## src/psr_pkg.sv

```systemverilog
package psr_pkg;

  // ----------------------------------------------------------------------
  // General register file geometry
  // ----------------------------------------------------------------------
  localparam int          GPR_COUNT     = 16;
  localparam int          GPR_WIDTH     = 32;
  localparam int          GPR_IDX_W     = 4;
  localparam logic [3:0]  GPR_IDX_PROG  = 4'hf;
  localparam logic [3:0]  GPR_IDX_STACK = 4'he;
  localparam logic [3:0]  GPR_IDX_FRAME = 4'hd;
  localparam logic [3:0]  GPR_IDX_ARG   = 4'hc;
  localparam logic [31:0] GPR_RST       = 32'h0000_0000;

  // ----------------------------------------------------------------------
  // Status longword field positions
  // ----------------------------------------------------------------------
  localparam int          STAT_COMPAT_BIT  = 31;
  localparam int          STAT_TRACE_PEND  = 30;
  localparam int          STAT_FIRST_DONE  = 27;
  localparam int          STAT_INT_STACK   = 26;
  localparam int          STAT_ACT_MODE_HI = 25;
  localparam int          STAT_ACT_MODE_LO = 24;
  localparam int          STAT_PRI_MODE_HI = 23;
  localparam int          STAT_PRI_MODE_LO = 22;
  localparam int          STAT_LEVEL_HI    = 20;
  localparam int          STAT_LEVEL_LO    = 16;
  localparam int          STAT_BCD_OVF_EN  = 7;
  localparam int          STAT_FLT_UNF_EN  = 6;
  localparam int          STAT_INT_OVF_EN  = 5;
  localparam int          STAT_TRACE_EN    = 4;
  localparam int          STAT_CC_N        = 3;
  localparam int          STAT_CC_Z        = 2;
  localparam int          STAT_CC_V        = 1;
  localparam int          STAT_CC_C        = 0;

  // ----------------------------------------------------------------------
  // Status longword masks and reset value
  // ----------------------------------------------------------------------
  localparam logic [31:0] STAT_IMPL_MASK   = 32'h4fdf_00ff;
  localparam logic [31:0] STAT_WORD_MASK   = 32'h0000_ffff;
  localparam logic [31:0] STAT_RST         = 32'h0000_0000;
  localparam logic [1:0]  STAT_PRIV_MODE   = 2'h0;

endpackage

```

## src/psr_gpr_if.sv

```systemverilog
`timescale 1ns/10ps
interface psr_gpr_if;
  import psr_pkg::*;

  logic [GPR_IDX_W-1:0] rd_a_idx;
  logic [GPR_IDX_W-1:0] rd_b_idx;
  logic [GPR_WIDTH-1:0] rd_a_data;
  logic [GPR_WIDTH-1:0] rd_b_data;
  logic                 wr_en;
  logic [GPR_IDX_W-1:0] wr_idx;
  logic [GPR_WIDTH-1:0] wr_data;
  logic [GPR_WIDTH-1:0] prog_ctr;
  logic [GPR_WIDTH-1:0] stack_ptr;
  logic [GPR_WIDTH-1:0] frame_ptr;
  logic [GPR_WIDTH-1:0] arg_ptr;

  modport owner (
    input  rd_a_idx,
    input  rd_b_idx,
    output rd_a_data,
    output rd_b_data,
    input  wr_en,
    input  wr_idx,
    input  wr_data,
    output prog_ctr,
    output stack_ptr,
    output frame_ptr,
    output arg_ptr
  );

  modport user (
    output rd_a_idx,
    output rd_b_idx,
    input  rd_a_data,
    input  rd_b_data,
    output wr_en,
    output wr_idx,
    output wr_data,
    input  prog_ctr,
    input  stack_ptr,
    input  frame_ptr,
    input  arg_ptr
  );

endinterface

```

## src/psr_gpr_file.sv

```systemverilog
`timescale 1ns/10ps
module psr_gpr_file
  import psr_pkg::*;
(
  input  wire logic     i_clk,
  input  wire logic     i_srst,
  psr_gpr_if.owner      gpr
);

  // ----------------------------------------------------------------------
  // Storage
  // ----------------------------------------------------------------------
  logic [GPR_WIDTH-1:0] gpr_reg  [GPR_COUNT];
  logic [GPR_WIDTH-1:0] gpr_next [GPR_COUNT];

  // ----------------------------------------------------------------------
  // Per-entry update
  // ----------------------------------------------------------------------
  // Sixteen entries, each with its own write decode.
  for (genvar g = 0; g < GPR_COUNT; g++) begin : g_entry
    always_comb begin
      gpr_next[g] = gpr_reg[g];
      if (gpr.wr_en && (gpr.wr_idx == GPR_IDX_W'(g))) begin
        gpr_next[g] = gpr.wr_data;
      end
    end

    always_ff @(posedge i_clk) begin
      if (i_srst) begin
        gpr_reg[g] <= GPR_RST;
      end else begin
        gpr_reg[g] <= gpr_next[g];
      end
    end
  end

  // ----------------------------------------------------------------------
  // Read side
  // ----------------------------------------------------------------------
  // indexed read ports.
  assign gpr.rd_a_data = gpr_reg[gpr.rd_a_idx];
  assign gpr.rd_b_data = gpr_reg[gpr.rd_b_idx];
  assign gpr.prog_ctr  = gpr_reg[GPR_IDX_PROG];
  assign gpr.stack_ptr = gpr_reg[GPR_IDX_STACK];
  assign gpr.frame_ptr = gpr_reg[GPR_IDX_FRAME];
  assign gpr.arg_ptr   = gpr_reg[GPR_IDX_ARG];

endmodule

```

## src/psr_core.sv

```systemverilog
// Operation
// - Any mode reads and writes all general registers and the status word.
// - Upper status half moves only under privileged move instructions.
// - Sixteen general registers, indices zero to fifteen.
// - Each general register is 32 bits, bit zero least significant.
// - Register fifteen is the program counter.
// - Register fourteen is the stack pointer.
// - Register thirteen is the frame pointer.
// - Register twelve is the argument pointer.
// - Upper status fields sit at their fixed bit positions.
// - Enables at bits seven to four, condition codes at three to zero.
// - Bit seven is plain read/write storage with no hardware effect.
`timescale 1ns/10ps
module psr_core
  import psr_pkg::*;
(
  input  wire logic                 i_clk,
  input  wire logic                 i_srst,
  input  wire logic [GPR_IDX_W-1:0] i_rd_a_idx,
  input  wire logic [GPR_IDX_W-1:0] i_rd_b_idx,
  input  wire logic                 i_wr_en,
  input  wire logic [GPR_IDX_W-1:0] i_wr_idx,
  input  wire logic [GPR_WIDTH-1:0] i_wr_data,
  input  wire logic                 i_word_wr_en,
  input  wire logic [15:0]          i_word_wr_data,
  input  wire logic                 i_move_to_en,
  input  wire logic [31:0]          i_move_to_data,
  input  wire logic                 i_move_from_en,
  output logic      [GPR_WIDTH-1:0] o_rd_a_data,
  output logic      [GPR_WIDTH-1:0] o_rd_b_data,
  output logic      [31:0]          o_status,
  output logic      [15:0]          o_status_word,
  output logic      [31:0]          o_move_from_data,
  output logic                      o_move_from_valid,
  output logic                      o_priv_fault,
  output logic      [GPR_WIDTH-1:0] o_program_counter,
  output logic      [GPR_WIDTH-1:0] o_stack_pointer,
  output logic      [GPR_WIDTH-1:0] o_frame_pointer,
  output logic      [GPR_WIDTH-1:0] o_argument_pointer,
  output logic      [1:0]           o_active_access_mode,
  output logic      [4:0]           o_interrupt_priority_level
);

  // ----------------------------------------------------------------------
  // General register file
  // ----------------------------------------------------------------------
  psr_gpr_if gpr_bus ();

  assign gpr_bus.rd_a_idx = i_rd_a_idx;
  assign gpr_bus.rd_b_idx = i_rd_b_idx;
  assign gpr_bus.wr_en    = i_wr_en;
  assign gpr_bus.wr_idx   = i_wr_idx;
  assign gpr_bus.wr_data  = i_wr_data;

  psr_gpr_file u_gpr (
    .i_clk  (i_clk),
    .i_srst (i_srst),
    .gpr    (gpr_bus)
  );

  // ----------------------------------------------------------------------
  // Status longword state
  // ----------------------------------------------------------------------
  logic [31:0] stat_reg;
  logic [31:0] stat_next;
  logic        privileged;

  // Privilege is judged from the mode held before this cycle's update, so
  // a move that lowers the privilege still completes in the same cycle.
  assign privileged = (stat_reg[STAT_ACT_MODE_HI:STAT_ACT_MODE_LO]
                       == STAT_PRIV_MODE);

  // The word write lands after the privileged move, so when both arrive
  // together the low half follows the word write.
  always_comb begin
    stat_next = stat_reg;
    if (i_move_to_en && privileged) begin
      stat_next = i_move_to_data;
    end
    if (i_word_wr_en) begin
      stat_next = (stat_next & ~STAT_WORD_MASK) | {16'h0000, i_word_wr_data};
    end
    stat_next = stat_next & STAT_IMPL_MASK;
  end

  always_ff @(posedge i_clk) begin
    if (i_srst) begin
      stat_reg <= STAT_RST;
    end else begin
      stat_reg <= stat_next;
    end
  end

  // ----------------------------------------------------------------------
  // Output registers
  // ----------------------------------------------------------------------
  logic [GPR_WIDTH-1:0] rd_a_reg;
  logic [GPR_WIDTH-1:0] rd_a_next;
  logic [GPR_WIDTH-1:0] rd_b_reg;
  logic [GPR_WIDTH-1:0] rd_b_next;
  logic [31:0]          mf_data_reg;
  logic [31:0]          mf_data_next;
  logic                 mf_valid_reg;
  logic                 mf_valid_next;
  logic                 fault_reg;
  logic                 fault_next;
  logic [GPR_WIDTH-1:0] prog_reg;
  logic [GPR_WIDTH-1:0] stack_reg;
  logic [GPR_WIDTH-1:0] frame_reg;
  logic [GPR_WIDTH-1:0] arg_reg;

  // Read data and the move-from answer are registered, one cycle behind
  // the request; a refused move raises a one-cycle fault pulse instead.
  always_comb begin
    rd_a_next     = gpr_bus.rd_a_data;
    rd_b_next     = gpr_bus.rd_b_data;
    mf_data_next  = mf_data_reg;
    mf_valid_next = 1'b0;
    fault_next    = 1'b0;
    if (i_move_from_en) begin
      if (privileged) begin
        mf_data_next  = stat_reg;
        mf_valid_next = 1'b1;
      end else begin
        fault_next    = 1'b1;
      end
    end
    if (i_move_to_en && !privileged) begin
      fault_next = 1'b1;
    end
  end

  always_ff @(posedge i_clk) begin
    if (i_srst) begin
      rd_a_reg     <= GPR_RST;
      rd_b_reg     <= GPR_RST;
      mf_data_reg  <= STAT_RST;
      mf_valid_reg <= 1'b0;
      fault_reg    <= 1'b0;
      prog_reg     <= GPR_RST;
      stack_reg    <= GPR_RST;
      frame_reg    <= GPR_RST;
      arg_reg      <= GPR_RST;
    end else begin
      rd_a_reg     <= rd_a_next;
      rd_b_reg     <= rd_b_next;
      mf_data_reg  <= mf_data_next;
      mf_valid_reg <= mf_valid_next;
      fault_reg    <= fault_next;
      prog_reg     <= gpr_bus.prog_ctr;
      stack_reg    <= gpr_bus.stack_ptr;
      frame_reg    <= gpr_bus.frame_ptr;
      arg_reg      <= gpr_bus.arg_ptr;
    end
  end

  // ----------------------------------------------------------------------
  // Port assignments
  // ----------------------------------------------------------------------
  assign o_rd_a_data       = rd_a_reg;
  assign o_rd_b_data       = rd_b_reg;
  assign o_move_from_data  = mf_data_reg;
  assign o_move_from_valid = mf_valid_reg;
  assign o_priv_fault      = fault_reg;
  assign o_program_counter  = prog_reg;
  assign o_stack_pointer    = stack_reg;
  assign o_frame_pointer    = frame_reg;
  assign o_argument_pointer = arg_reg;
  assign o_status                   = stat_reg;
  assign o_status_word              = stat_reg[15:0];
  assign o_active_access_mode       =
    stat_reg[STAT_ACT_MODE_HI:STAT_ACT_MODE_LO];
  assign o_interrupt_priority_level = stat_reg[STAT_LEVEL_HI:STAT_LEVEL_LO];

endmodule

```

## config.mk

```make
export PLATFORM = sky130hd
export DESIGN_NAME = psr_core
export DESIGN_NICKNAME = d
export VERILOG_FILES = /design/src/psr_pkg.sv /design/src/psr_gpr_if.sv /design/src/psr_gpr_file.sv /design/src/psr_core.sv
export SDC_FILE = /design/constraint.sdc
export NUM_CORES = 1
export LEC_CHECK = 0
export BUFFER_PORTS_ARGS = -buffer_cell sky130_fd_sc_hd__buf_2
export CAP_MARGIN = 25
export CORE_MARGIN = 3
export CORE_UTILIZATION = 55
export CTS_CLUSTER_SIZE = 16
export DETAILED_ROUTE_END_ITERATION = 10
export GPL_TIMING_DRIVEN = 1
export PLACE_DENSITY_LB_ADDON = 0.1
export RECOVER_POWER = 100
export SYNTH_ARGS = -nofsm -noshare
export SYNTH_HDL_FRONTEND = slang
export SYNTH_SLANG_ARGS = --single-unit
```

## constraint.sdc

```tcl
create_clock -name i_clk -period 5.2 [get_ports i_clk]
set_input_delay 0 -clock i_clk [delete_from_list [all_inputs] [get_ports i_clk]]
set_output_delay 0 -clock i_clk [all_outputs]
set_load 0.005 [all_outputs]
```

After elaboration in Yosys (flattened, before gate mapping)
Memories as Yosys holds them, arrays and structs flattened. A register that Yosys moved wholly into a read port is not among the register bits.
Index checks and enable logic that the tools add are counted.
- RAM bits: 512
- bits in registers: 54
- memories kept: 1
- logic and storage cells: 136
- reduce and logical (&&, ||, !) cells: 40
- bitwise gates (word level): 18
- equal/unequal tests: 31
- mux-type cells: 41
- memory list (name ; words ; bits a word ; rd ports ; clocked after Yosys merged registers in ; write ports ; RTL line ; text):
    u_gpr.gpr_reg ; 16 ; 32 ; 6 ; 6 ; 16 ; psr_gpr_file.sv:13 ; logic [GPR_WIDTH-1:0] gpr_reg [GPR_COUNT];
- operator list (kind ; count):
    32-bit 2-to-1 mux ; 32
    31-bit 2-to-1 mux ; 2
    2-bit AND reduction ; 17
    4-bit equality test (second input constant) ; 8
    31-bit by 16-bit OR with 31-bit output ; 1
    1-bit logical AND ; 18
    4-bit by 3-bit equality test with 1-bit output (second input constant) ; 4
    1-bit != test (second input constant) ; 16
    1-bit OR ; 16
    4-bit by 2-bit equality test with 1-bit output (second input constant) ; 2
    1-bit 2-to-1 mux ; 7
    4-bit by 1-bit equality test with 1-bit output (second input constant) ; 1
    4-bit logical NOT ; 1
    2-bit logical NOT ; 1
    2-bit nonzero test ; 1
    2-bit OR reduction ; 1
    1-bit logical NOT ; 1
    1-bit NOT ; 1

Longest topological paths before layout
- depth in word-level cells: 5
- gate-level depth with buffers: 7
- gate-level depth less buffers: 4

By module
From an unflattened synthesis, not the netlist that was laid out.
- cells, all modules: 2622
- area total of the unflattened synthesis: 33654.8 um^2
- modules (own cells, without submodules) (module ; area an instance (um^2) ; times used ; seq. area each (um^2) ; cells each):
    psr_gpr_file ; 26634.3 ; 1 ; 14093.5 ; 2004
    psr_core ; 7020.5 ; 1 ; 4684.5 ; 618

Worst setup path before layout
Ideal clock, no wire load.
- kind: input -> register
- start: in i_wr_idx[0]
- end: mem u_gpr.gpr_reg[4][0], enable pin
- setup time: 0.428 ns
- buffers on the path: 1
- arrival time: 1.902 ns
- data required time: 4.772 ns
- cell stages on the path: 3
- path slack: 2.870 ns
- cells stage by stage: or2_1 buf_2 o21bai_1
- RTL lines (element ; RTL line ; text):
    start: declaration ; psr_core.sv:22 ; input wire logic [GPR_IDX_W-1:0] i_wr_idx,
    end: declaration ; psr_gpr_file.sv:13 ;

==> metrics.yaml <==
logic_synthesis:
  syn_area_per_cell_um2: 11.7
  yosysTopAreaCell: "edfxtp_1"
  synth_seq_area_share_pct: 55.7
  yosysWarnings: 0
  yosysTopAreaCellShare_pct: 34.2
  netlist_area_mm2: 0.0337
  synth.distinct_cells: 31
  ys_ff_latch: 746
  ys_top_cells_by_area: "edfxtp_1 34%, dfxtp_1 21%, mux2i_1 9.1%"
  syn_inst: 2879
hold_path:
  min_path_type: "in -> reg"
  hold_path_depth: 5
  min_from: "i_move_to_en"
setup_path:
  worstPathArrival_ns: 4.53
  reg2reg_slack_ns: 2.83
  critPathTopFamily: "simple AND/OR/NAND/NOR gates"
  critPathMaxFanout: 90
  slowest_stage: "nor2_1"
  cp-start-kind: "input pin"
  worst-path-stages: 7
  r2r_cells: 6
  worstPathRequired_ns: 5.69
  end_kind: "flop"
  slowest_delay_ns: 2.37
  path_buf_inv: 3
  rr_endpoint: "o_status[6]$_SDFFE_PP0P_"
  cp_cell_sequence: "dlygate4sd3_1, buf_8, buf_4, nor2b_1, nand2_1, nor2_1, and2_1"
  crit_type: "in -> reg"
layout:
  layout_common_cells: "398 x nand2_1, 384 x edfxtp_1, 362 x dfxtp_1"
  drive_gt1_share_pct: 14.3
  largest_reg_flops: 512
  layout.cells.non_filler: 4006
  seq_area_mm2: 0.0188
  layout_commonest_cell: "nand2_1"
  area_growth_pct: 14.5
  multi_input_area_mm2: 0.0136
  fin_nets: 3253
  nFillCells: 4708
job:
  drv_cap: 32
detailed_routing:
  routedWlPerCell_um: 27.0
  drtIter0Drc: 2475
  vias_per_cell: 6.14
  drcViolationCount: 0
  postRouteAntennaNets: 0
  drt-total-wl_um: 108000
  vias: 24595
  drt_pass1_iterations: 5
sta:
  setup_viol: 0
  drv_slew: 913
  worst_pin_slew_ns: 3.22
  finalCritPeriodShare_pct: 77.8
  hold_violations: 0
  fmax_mhz: 247
  hold-worst-slack_ns: 0.0761
  rsz0062_at_grt: "false"
  fin_setup_tns_ns: 0
  fin_worst_skew_ns: 0.0222
  fin_crit_ns: 4.04
  slew-limit-headroom_pct: -115
floorplan:
  core-area_mm2: 0.0605
  die_y_um: 254
  die_w_um: 254
  ios: 379
  initial_core_util_pct: 55.8
  dieArea_mm2: 0.0644
  num_rows: 90
clock_tree:
  clk_pin_slew_ns: 0.06
  cts_tree: "built"
  clk_latency_ns: 0.64
  cts_sinks: 746
  clockRootBuffer: "clkbuf_16"
  cts_made_buffers: 79
  htree_levels: 3
  cts_resized: 0
  clk_path_buf_depth: 3
status:
  status: "finished with violations"
  violations: "max-capacitance violations, max-slew violations"
global_route:
  antenna_found_initial: 6
  grt_usage_pct: 33.0
  grt_max_degree: 91
  grt_pass1_wl_um: 156000
  grt_overflow: 0
  grt_pass1_vias: 24356
power_and_ir_drop:
  power_density_mw_per_mm2: 352
  total_power_mw: 13.6
  leakage_nw: 14.4
  max-vdd-ir-drop_mv: 0.246
place:
  place_congestion: 0.857
  io_buffers: 326
  dpl.hpwl_um: 66100
  dp_cells: 3774
-- report_power, final --
part / leakage [nW] / internal, mW / switching [mW]
clock: 1.31 / 3.34 / 2.40
combinational: 6.49 / 0.472 / 0.777
sequential: 6.62 / 6.46 / 0.158
-- logic make-up after synthesis --
group	synth area share [%]
compound gates	7.67
buf+inv	4.72
flops	55.7
mux	16.7
other cells	0.0111
simple gates	15.3
-- layer usage --
layer	track usage (%)	wire length [um]	vias to the layer above
met3	6.53	9930	320
met4	14.2	5500	0
met5	0	0	-
met1	41.9	40300	12215
met2	55.6	52300	1364
li1	-	-	10696
-- synthesized netlist by cell type --
cell and number:
edfxtp_1 384, nor3_1 1, mux4_2 114, buf_4 69, o2111ai_1 6, buf_8 1, o21ai_1 60, buf_1 11
nand2_1 398, and2_1 388, a221oi_1 13, inv_1 1, o211ai_1 6, buf_6 20, dfxtp_1 362, a221oi_2 1
nor2b_1 136, or2_1 6, clkbuf_1 148, nor2_1 27, a21o_1 8, nand3_1 35, or3b_2 1, nor3b_1 3
mux2i_1 306, a21oi_1 166, o21bai_1 12, conb_1 1, nand2b_1 4, a22oi_1 144, buf_2 47
-- cell type report --
type	count	area share, %
clock buffer	107	5.98
antenna	3	0.0194
clock inverter	40	0.930
tap	782	2.53
multi-input combinational	1867	35.1
sequential	746	48.6
inverter	1	0.00972
timing repair buffer	460	6.80
-- timing repair --
action | 4_1_cts | 5_1_grt
buffers inserted | 0 | 0
hold buffers | 76 | 0
hold endpoints to repair | 601 | 0
-- per-stage QoR --
stage               utilization [%]  instance area (um^2)  setup slack (ns)
global route                   63.9                 38600              1.21
finish                         63.9                 38600              1.16
detailed placement             59.0                 35700              2.34
CTS                            64.7                 39100              2.40
global placement               58.9                 35600              2.38
floorplan                         -                 33900              2.87
-- how the worst max path moves through the flow --
stage | endpoint | startpoint
floorplan | u_gpr.gpr_reg[4][0]$_SDFFCE_PN0P_ | i_wr_idx[0]
global placement | o_rd_a_data[31]$_SDFF_PP0_ | i_srst
detailed placement | o_rd_a_data[31]$_SDFF_PP0_ | i_srst
CTS | o_rd_a_data[31]$_SDFF_PP0_ | i_srst
global route | u_gpr.gpr_reg[10][13]$_SDFFCE_PN0P_ | i_srst
finish | u_gpr.gpr_reg[10][18]$_SDFFCE_PN0P_ | i_srst
-- worst register-to-register path, delay by kind of cell (launching register included) --
| kind | cells | cell delay (ns) |
|---|---|---|
| compound gates | 2 | 0.28 |
| buf+inv | 2 | 0.90 |
| flops | 1 | 0.40 |
| simple gates | 2 | 0.73 |
(Power assumes the default switching activity.)
